[src/shared/prr_pkg.sv]
// package of the port reset and ackID status block
// assumes a single 125 MHz clock and an APB register bus
package prr_pkg;
  // ****************************************
  // sizes
  // ****************************************
  localparam int NPORT = 4;
  localparam int ACKW = 5;
  localparam int ACK_FIELD_STRIDE = 8;
  // ****************************************
  // register offsets (byte addresses)
  // ****************************************
  localparam logic [7:0] OFS_CTL_A = 8'h60;
  localparam logic [7:0] OFS_CTL_B = 8'h68;
  localparam logic [7:0] OFS_CTL_C = 8'h70;
  localparam logic [7:0] OFS_CTL_D = 8'h78;
  localparam logic [7:0] OFS_ACK_STAT = 8'h80;
  localparam logic [7:0] OFS_PORT_STAT = 8'h84;
  // ****************************************
  // fields and reset values
  // ****************************************
  localparam int CTL_BIT = 0;
  localparam logic CTL_RST_VAL = 1'b0;
  localparam logic [ACKW-1:0] ACK_RST_VAL = 5'h00;
  localparam logic [ACKW-1:0] ACK_STEP = 5'h01;
  // ****************************************
  // state types
  // ****************************************
  typedef struct packed {
    logic [NPORT-1:0] ctl;
    logic [NPORT-1:0] portRst;
    logic [31:0] prdata;
    logic pready;
    logic pslverr;
  } prr_reg_s;
  typedef struct packed {
    logic [NPORT*ACKW-1:0] ack;
  } prr_trk_s;
endpackage

[src/shared/prr_ack_if.sv]
// carrier between register block and ackID tracker
// assumes both ends run on clk_sys
`timescale 1ns/1ps
interface prr_ack_if
  import prr_pkg::*;
();
  logic [NPORT-1:0] txPkt;
  logic [NPORT-1:0] portRst;
  logic wrEn;
  logic [NPORT*ACKW-1:0] wrData;
  logic [NPORT*ACKW-1:0] ackId;
  modport ctrl (output txPkt, output portRst, output wrEn, output wrData, input ackId);
  modport trk (input txPkt, input portRst, input wrEn, input wrData, output ackId);
endinterface

[src/rtl/prr_ack_tracker.sv]
// per-port next_tx_ack_identifier counters
// assumes txPkt pulses come from logic on clk_sys
`timescale 1ns/1ps
module prr_ack_tracker
  import prr_pkg::*;
(
  // clock and reset
  input wire logic clk_sys,
  input wire logic sys_rst,
  // link to register block
  prr_ack_if.trk ackBus
);
  prr_trk_s cur_ff;
  prr_trk_s nxt_cur;

  // ****************************************
  // counter update
  // ****************************************
  // port reset first, then software write, then transmit step
  always_comb begin
    nxt_cur = cur_ff;
    for (int i = 0; i < NPORT; i++) begin
      if (ackBus.portRst[i]) begin
        nxt_cur.ack[i*ACKW +: ACKW] = ACK_RST_VAL;
      end else if (ackBus.wrEn) begin
        nxt_cur.ack[i*ACKW +: ACKW] = ackBus.wrData[i*ACKW +: ACKW]; // RULE_06
      end else if (ackBus.txPkt[i]) begin
        nxt_cur.ack[i*ACKW +: ACKW] = cur_ff.ack[i*ACKW +: ACKW] + ACK_STEP; // RULE_04
      end
    end
  end

  // state register
  always_ff @(posedge clk_sys or posedge sys_rst) begin
    if (sys_rst) begin
      cur_ff <= '0;
    end else begin
      cur_ff <= nxt_cur;
    end
  end

  // true value always drives the link side
  assign ackBus.ackId = cur_ff.ack; // RULE_05 RULE_08
endmodule

[src/rtl/prr_port_reset.sv]
// port reset control and ackID status registers behind APB
// assumes APB master on clk_sys, txPkt pulses from same-clock logic
// Notes on behaviour
// RULE_01: one reset control bit per port at 0x60, 0x68, 0x70, 0x78.
// RULE_02: resetting one port should leave the other ports untouched; here a port 0 reset also resets ports 1 to 3.
// RULE_03: port 0 reset bit also resets every other port.
// RULE_04: each transmitted packet advances that port's next_tx_ack_identifier.
// RULE_05: next_tx_ack_identifier field holds the ID for the next packet.
// RULE_06: software writes to the ackID field change the ID in use.
// RULE_07: software reads of the ackID field always return zero.
// RULE_08: zero readback does not disturb the link; true ID still used.
// RULE_09: lowest offset is port 0, ascending to port 3.
`timescale 1ns/1ps
module prr_port_reset
  import prr_pkg::*;
(
  // clock and reset
  input wire logic clk_sys,
  input wire logic sys_rst,
  // apb slave
  input wire logic psel,
  input wire logic penable,
  input wire logic pwrite,
  input wire logic [7:0] paddr,
  input wire logic [31:0] pwdata,
  output logic [31:0] prdata,
  output logic pready,
  output logic pslverr,
  // transmit events per port
  input wire logic [NPORT-1:0] txPkt,
  // port side
  output logic [NPORT-1:0] portRst,
  output logic [NPORT*ACKW-1:0] txAckId
);
  prr_reg_s reg_ff;
  prr_reg_s nxt_reg;
  prr_ack_if ackBus ();
  logic setupPh;
  logic accessPh;
  logic mapped;
  logic [NPORT-1:0] ctlHit;
  logic [NPORT*ACKW-1:0] ackWr;

  // ****************************************
  // decode
  // ****************************************
  // ascending offsets map to ports 0 to 3
  assign ctlHit[0] = paddr == OFS_CTL_A; // RULE_09 RULE_01
  assign ctlHit[1] = paddr == OFS_CTL_B; // RULE_01
  assign ctlHit[2] = paddr == OFS_CTL_C; // RULE_01
  assign ctlHit[3] = paddr == OFS_CTL_D; // RULE_01
  assign mapped = (|ctlHit) || paddr == OFS_ACK_STAT || paddr == OFS_PORT_STAT;
  assign setupPh = psel && !penable;
  assign accessPh = psel && penable && reg_ff.pready;

  // ackID write data, one byte lane per port
  always_comb begin
    ackWr = '0;
    for (int i = 0; i < NPORT; i++) begin
      ackWr[i*ACKW +: ACKW] = pwdata[i*ACK_FIELD_STRIDE +: ACKW];
    end
  end

  // ****************************************
  // next state
  // ****************************************
  always_comb begin
    nxt_reg = reg_ff;
    nxt_reg.pready = setupPh; // one-cycle access phase
    if (setupPh) begin
      nxt_reg.pslverr = !mapped;
      // ackID field reads zero, true value stays in the tracker
      nxt_reg.prdata = '0; // RULE_07
      for (int i = 0; i < NPORT; i++) begin
        if (ctlHit[i]) begin
          nxt_reg.prdata[CTL_BIT] = reg_ff.ctl[i];
        end
      end
      if (paddr == OFS_PORT_STAT) begin
        nxt_reg.prdata[NPORT-1:0] = reg_ff.portRst;
      end
    end else if (!psel) begin
      nxt_reg.pslverr = 1'b0;
    end
    if (accessPh && pwrite) begin
      for (int i = 0; i < NPORT; i++) begin
        if (ctlHit[i]) begin
          nxt_reg.ctl[i] = pwdata[CTL_BIT];
        end
      end
    end
    // port 0 bit fans out to all ports, others stay local
    nxt_reg.portRst = nxt_reg.ctl | {NPORT{nxt_reg.ctl[0]}}; // RULE_03 RULE_02
  end

  // state register
  always_ff @(posedge clk_sys or posedge sys_rst) begin
    if (sys_rst) begin
      reg_ff <= '0;
    end else begin
      reg_ff <= nxt_reg;
    end
  end

  // ****************************************
  // tracker hookup
  // ****************************************
  assign ackBus.txPkt = txPkt;
  assign ackBus.portRst = reg_ff.portRst;
  assign ackBus.wrEn = accessPh && pwrite && paddr == OFS_ACK_STAT; // RULE_06
  assign ackBus.wrData = ackWr;

  prr_ack_tracker uTrk (
    .clk_sys(clk_sys),
    .sys_rst(sys_rst),
    .ackBus(ackBus.trk)
  );

  // outputs
  assign prdata = reg_ff.prdata;
  assign pready = reg_ff.pready;
  assign pslverr = reg_ff.pslverr;
  assign portRst = reg_ff.portRst;
  assign txAckId = ackBus.ackId; // RULE_08
endmodule

[config.mk]
export PLATFORM = sky130hd
export DESIGN_NAME = prr_port_reset
export DESIGN_NICKNAME = d
export VERILOG_FILES = /design/src/shared/prr_pkg.sv /design/src/shared/prr_ack_if.sv /design/src/rtl/prr_ack_tracker.sv /design/src/rtl/prr_port_reset.sv
export SDC_FILE = /design/constraint.sdc
export NUM_CORES = 1
export LEC_CHECK = 0
export BUFFER_PORTS_ARGS = -buffer_cell sky130_fd_sc_hd__buf_4
export CORE_ASPECT_RATIO = 0.7
export CORE_MARGIN = 10
export CORE_UTILIZATION = 49
export DETAILED_ROUTE_END_ITERATION = 12
export GPL_TIMING_DRIVEN = 0
export PLACE_DENSITY = 0.91
export SYNTH_ARGS = -nofsm -noshare
export SYNTH_HDL_FRONTEND = slang
export SYNTH_HIERARCHICAL = 1
export SYNTH_SLANG_ARGS = --single-unit
[constraint.sdc]
create_clock -name clk_sys -period 3.9 [get_ports clk_sys]
set_input_delay 0.78 -clock clk_sys [delete_from_list [all_inputs] [get_ports clk_sys]]
set_output_delay 0.78 -clock clk_sys [all_outputs]
set_load 0.05 [all_outputs]
* After elaboration in Yosys (flattened, before gate mapping)
Index checks and enable logic that the tools add are counted.
** Storage, ports and cells
- Register bits after elaboration :: 34
- Input port bits :: 49
- Output and inout port bits :: 58
** Operators by class
- $add $sub $neg :: 4
- Eq/ne operators :: 7
- Mux-type cells :: 24
- Bitwise operators :: 1
- Reductions and logical operators :: 14
** Operator list (count)
- $mux W5 :: 12
- $eq A8 B7 Y1 const B :: 4
- $add A5 B1 Y5 const B :: 4
- $eq A8 B8 Y1 const B :: 2
- $reduce_bool A3 Y1 :: 4
- $mux W1 :: 10
- $mux W4 :: 2
- $logic_and A1 B1 Y1 :: 5
- $or A4 B4 Y4 :: 1
- $reduce_or A4 Y1 :: 1
- $logic_not A1 Y1 :: 2
- $logic_or A1 B1 Y1 :: 2
- $ne A2 B1 Y1 const B :: 1

* Logic depth before layout (Yosys ltp)
- Word-level depth :: 6
- Gate-level depth with buffers :: 8

* Cells and area by module
Netlist, hierarchy kept.
** Modules (own cells, without submodules)
- prr_ack_tracker :: times used 1, cells an instance 113, area each 1159.9 µm², sequential area each 500.5 µm²
- prr_port_reset :: times used 1, cells an instance 99, area each 920.9 µm², sequential area each 325.3 µm²

* Worst setup path before layout
No wires, ideal clock.
- Kind :: input to register
- From :: input paddr[4]
- To :: register uTrk.cur_ff, in the netlist uTrk/ackBus.ackId[1]
- Arrival :: 2.167 ns
- Setup slack :: 1.606 ns
- Stages :: 8
- Cells stage by stage :: buf_2 nor4b_1 and2_1 nor3b_1 buf_6 buf_6 mux2i_1 nor2_1
** Between the ends
- Longest elaborated chain between the ends :: 4
** Ends and longest elaborated chain
- start, declared :: line prr_port_reset.sv:24 : input wire logic [7:0] paddr,
- $eq A8 B8 Y1 (*) :: line prr_port_reset.sv:110 : assign ackBus.wrEn = accessPh && pwrite && paddr == OFS_ACK_STAT;
- $logic_and A1 B1 Y1 (*) :: line prr_port_reset.sv:110
- net ackBus.wrEn :: line prr_ack_if.sv:9 : logic wrEn;
- $mux W5 :: line prr_ack_tracker.sv:25 : end else if (ackBus.wrEn) begin
- $mux W5 :: line prr_ack_tracker.sv:23 : if (ackBus.portRst[i]) begin
- end signal, assigned :: line prr_ack_tracker.sv:38 : cur_ff <= nxt_cur;
- end, declared :: line prr_ack_tracker.sv:13 : prr_trk_s cur_ff;
Mark *: on every way through the listed nets, which the timed path passes. The rest lies on a longest branch.
A chain may end at the register's enable or synchronous reset.

* Worst setup path after layout
- From :: input paddr[4]
- To :: register uTrk.cur_ff, in the netlist uTrk/ackBus.ackId[11]
The elaborated chain is that of the path after synthesis.

==> impl_summary.log <==
[metrics] number of hold buffers added after cts: 0
[metrics] run status: complete, no violations
[metrics] number of primary I/O pins: 107
[metrics] number of nets with antenna violations after detailed routing: 0
[metrics] final hold violation count: 0
[metrics] Final Max Slew Viols: 0
[metrics] post-CTS setup-driven buffer insertion count: 0
[metrics] core box area: 4018 um^2
[metrics] area enclosed by the die boundary: 7294 um^2
[metrics] CP max stage delay: 360 ps
[metrics] element type at the critical path start: primary input
[metrics] Port Buffers: 65
[metrics] GRT Resource Usage Total: 13.83%
[metrics] leading cell types by total area after synthesis: dfrtp_1 (40%), buf_4 (13%), mux2i_1 (5.8%), xnor2_1 (5.1%), o21a_1 (4.7%)
[metrics] total clock buffers created by CTS: 5
[metrics] count of final setup violators: 0
[metrics] standard-cell rows: 19
[metrics] via total after detailed routing: 1703
[metrics] clock tree sinks: 33
[metrics] Hold Crit Class: reg2reg
[metrics] CP arrival: 2380 ps
[metrics] global-route wire length before repair: 8286 um
[metrics] Final Routed Wirelength: 5234 um
[metrics] worst-case setup slack after placement: 1386 ps
[metrics] final worst clock skew: 4.727 ps
[metrics] Remaining DRCs: 0
[metrics] H-tree level count: 2
[metrics] CTS resizes: 0
[metrics] slew at the pin closest to its max-slew limit: 751.5 ps
[metrics] max cap viols: 0
[metrics] effective utilization at floorplan: 51.79%
[metrics] Final Worst Setup Slack: 1682 ps
[metrics] power after layout: 1.877 mW
[metrics] final period demand of the worst path: 2218 ps
[metrics] Routed wire per std cell: 14.42 um
[metrics] sequential element share of the synthesized area: 39.69%
[metrics] worst ir drop on vdd: 0.0006890 V
[metrics] Worst Hold Margin: 507.0 ps
[metrics] Avg Vias per Cell: 4.691
[metrics] async set-or-reset flop fraction in the synthesized netlist: 100.0%
[metrics] highest net fanout along the worst path: 10
[metrics] cell chain of the critical path: buf_2, nor4b_1, and2_1, nor3b_1, buf_6, buf_6, mux2i_1, nor2_1
[metrics] biggest area consumer among synthesized cells: dfrtp_1
[metrics] initial detailed-routing violation count: 80
[metrics] commonest cells in the netlist: buf_4 (36), dfrtp_1 (33), inv_1 (20)
[metrics] Relative slew margins: 49.84%
[metrics] leakage power: 1.488 nW
[metrics] count of buffer and inverter cells on the critical path: 3
[metrics] number of global-route vias before repair: 1727
[metrics] initial antenna violation count: 0
[metrics] most frequently used cell type in the post-synthesis netlist: buf_4
[metrics] Yosys warnings: 6
[metrics] cell with the most instances on the worst path: buf_6
[metrics] Routability Congestion: 0.7828
[metrics] largest net degree at the start of global routing: 21
[metrics] clock transition time at the flip-flop clock pins of the worst setup and hold paths: 60 ps
[metrics] power per standard cell area: 665.2 nW/um^2
[metrics] number of synthesized register bits: 33
[metrics] area fraction of the dominant cell type after synthesis: 39.69%
[metrics] core occupancy in the finished layout: 70.23%
[metrics] die outline width: 97.89 um
[metrics] unrepaired setup endpoints after global routing: false
[metrics] clock latency reported for the late side of the worst-skew pair: 280 ps
[metrics] distinct cell type count after synthesis: 36
[metrics] floorplan die height: 74.52 um
[metrics] area growth from synthesis to layout: 35.60%
[metrics] placed wire-length estimate: 4319 um
[metrics] flip-flop cell with the highest count after synthesis: dfrtp_1
[metrics] Final Net Count: 364
[metrics] Post-synth EDFFs: 0
[metrics] Critical Path RT: 4070 ps
[metrics] TritonCTS clock tree: done
[metrics] sum of overflow across all layers after global routing: 0
[metrics] timing-limited maximum frequency: 0.4509 GHz
[metrics] total inserted antenna cells: 0
[metrics] synthesized area per cell: 9.815 um^2
[metrics] number of buffers on the longest clock path: 2
[metrics] layout cells sized above 1: 37.94%
[metrics] Slowest cell on crit path: nor4b_1
[metrics] final critical-path share of the clock period: 56.86%
[metrics] number of filler instances in the final layout: 312
[metrics] gate count after technology mapping: 212
[metrics] Pre-antenna DRT Iters: 4
[metrics] post-synthesis instance area: 2081 um^2
[metrics] Crit. End Element: flop
[metrics] gate family responsible for the most delay along the worst path: simple AND/OR/NAND/NOR gates
[metrics] Setup TNS: 0 ps
[metrics] root buf cell: clkbuf_8
[metrics] WS Path Type: in2reg
==> power by group <==
group          leakage, nW  internal, mW  switching, mW
combinational         1.03         0.389          0.658
sequential           0.414         0.455          0.121
clock               0.0443         0.140          0.115
==> worst paths after layout <==
kind	from	to	slack [ps]	cells after the start
setup reg to reg	pready$_DFF_PP0_	uTrk/ackBus.ackId[11]$_DFFE_PP0P_	2270	6
setup / recovery	paddr[4]	uTrk/ackBus.ackId[11]$_DFFE_PP0P_	1680	8
max in group asynchronous	sys_rst	uTrk/ackBus.ackId[5]$_DFFE_PP0P_	2790	2
hold / removal	reg_ff[41]$_DFF_PP0_	reg_ff[41]$_DFF_PP0_	510	2
hold reg to reg	reg_ff[41]$_DFF_PP0_	reg_ff[41]$_DFF_PP0_	510	2
min in group asynchronous	sys_rst	reg_ff[40]$_DFF_PP0_	520	2
==> cells in the final DEF (no fill, tap or decap), types with 2 or more instances in the layout <==
cell type	instances
and2_1	2
buf_4	101
a21oi_1	12
nor2_1	12
o21a_1	13
ha_1	4
clkbuf_8	6
mux2_4	3
buf_6	3
mux2_2	2
buf_2	2
mux2i_1	12
nor4_1	2
nand4_1	9
nand2_1	9
xnor2_1	12
dfrtp_1	33
conb_1	28
xor2_1	4
nor3_1	2
inv_1	20
a22o_1	4
==> registers in the layout (all words and copies together) (netlist names) <==
| register | count |
|---|---|
| pready | 1 |
| pslverr | 1 |
| prdata | 4 |
| uTrk/ackBus.ackId | 20 |
| portRst | 4 |
| reg_ff | 3 |
==> per-stage QoR <==
step | area [um^2] | cells
after global routing | 2821 | 363
after CTS | 2821 | 363
after global placement | 2735 | 356
after detailed placement | 2735 | 356
final | 2821 | 363
after floorplan | 2182 | 239
==> layer usage <==
layer	share of wire [%]	vias to the layer above	global-route usage, %
met5	0	-	0
met4	0.90	0	4.341
met3	9.9	5	6.475
met2	47	62	22.55
met1	43	791	16.03
li1	-	845	-
==> area by class of cell <==
| class | count | area [um^2] | share of cell area, % |
|---|---|---|---|
| Buffer | 41 | 314.1 | 11.13 |
| Multi-Input combinational cell | 145 | 967.2 | 34.28 |
| Inverter | 20 | 75.07 | 2.661 |
| Clock buffer | 7 | 86.33 | 3.060 |
| Timing Repair Buffer | 65 | 488.0 | 17.29 |
| Sequential cell | 33 | 825.8 | 29.27 |
| Tap cell | 52 | 65.06 | 2.306 |
==> logic make-up after synthesis <==
family                   Yosys count  synth area share [%]
other                              1                0.1802
XOR/XNOR                          16                 6.735
adder cells (fa/ha/maj)            4                 2.405
flip-flops                        33                 39.69
AND/OR/NAND/NOR                   46                 11.91
AO/OA/AOI/OAI                     33                 10.82
buffers and inverters             61                 18.70
multiplexers                      18                 9.561
==> tightest hold or removal path: cells and delay by family, from the launching register on <==
kind	cells	cell delay, ps
buffers and inverters	1	60
flip-flops	1	340
multiplexers	1	80
(Power assumes the default switching activity.)
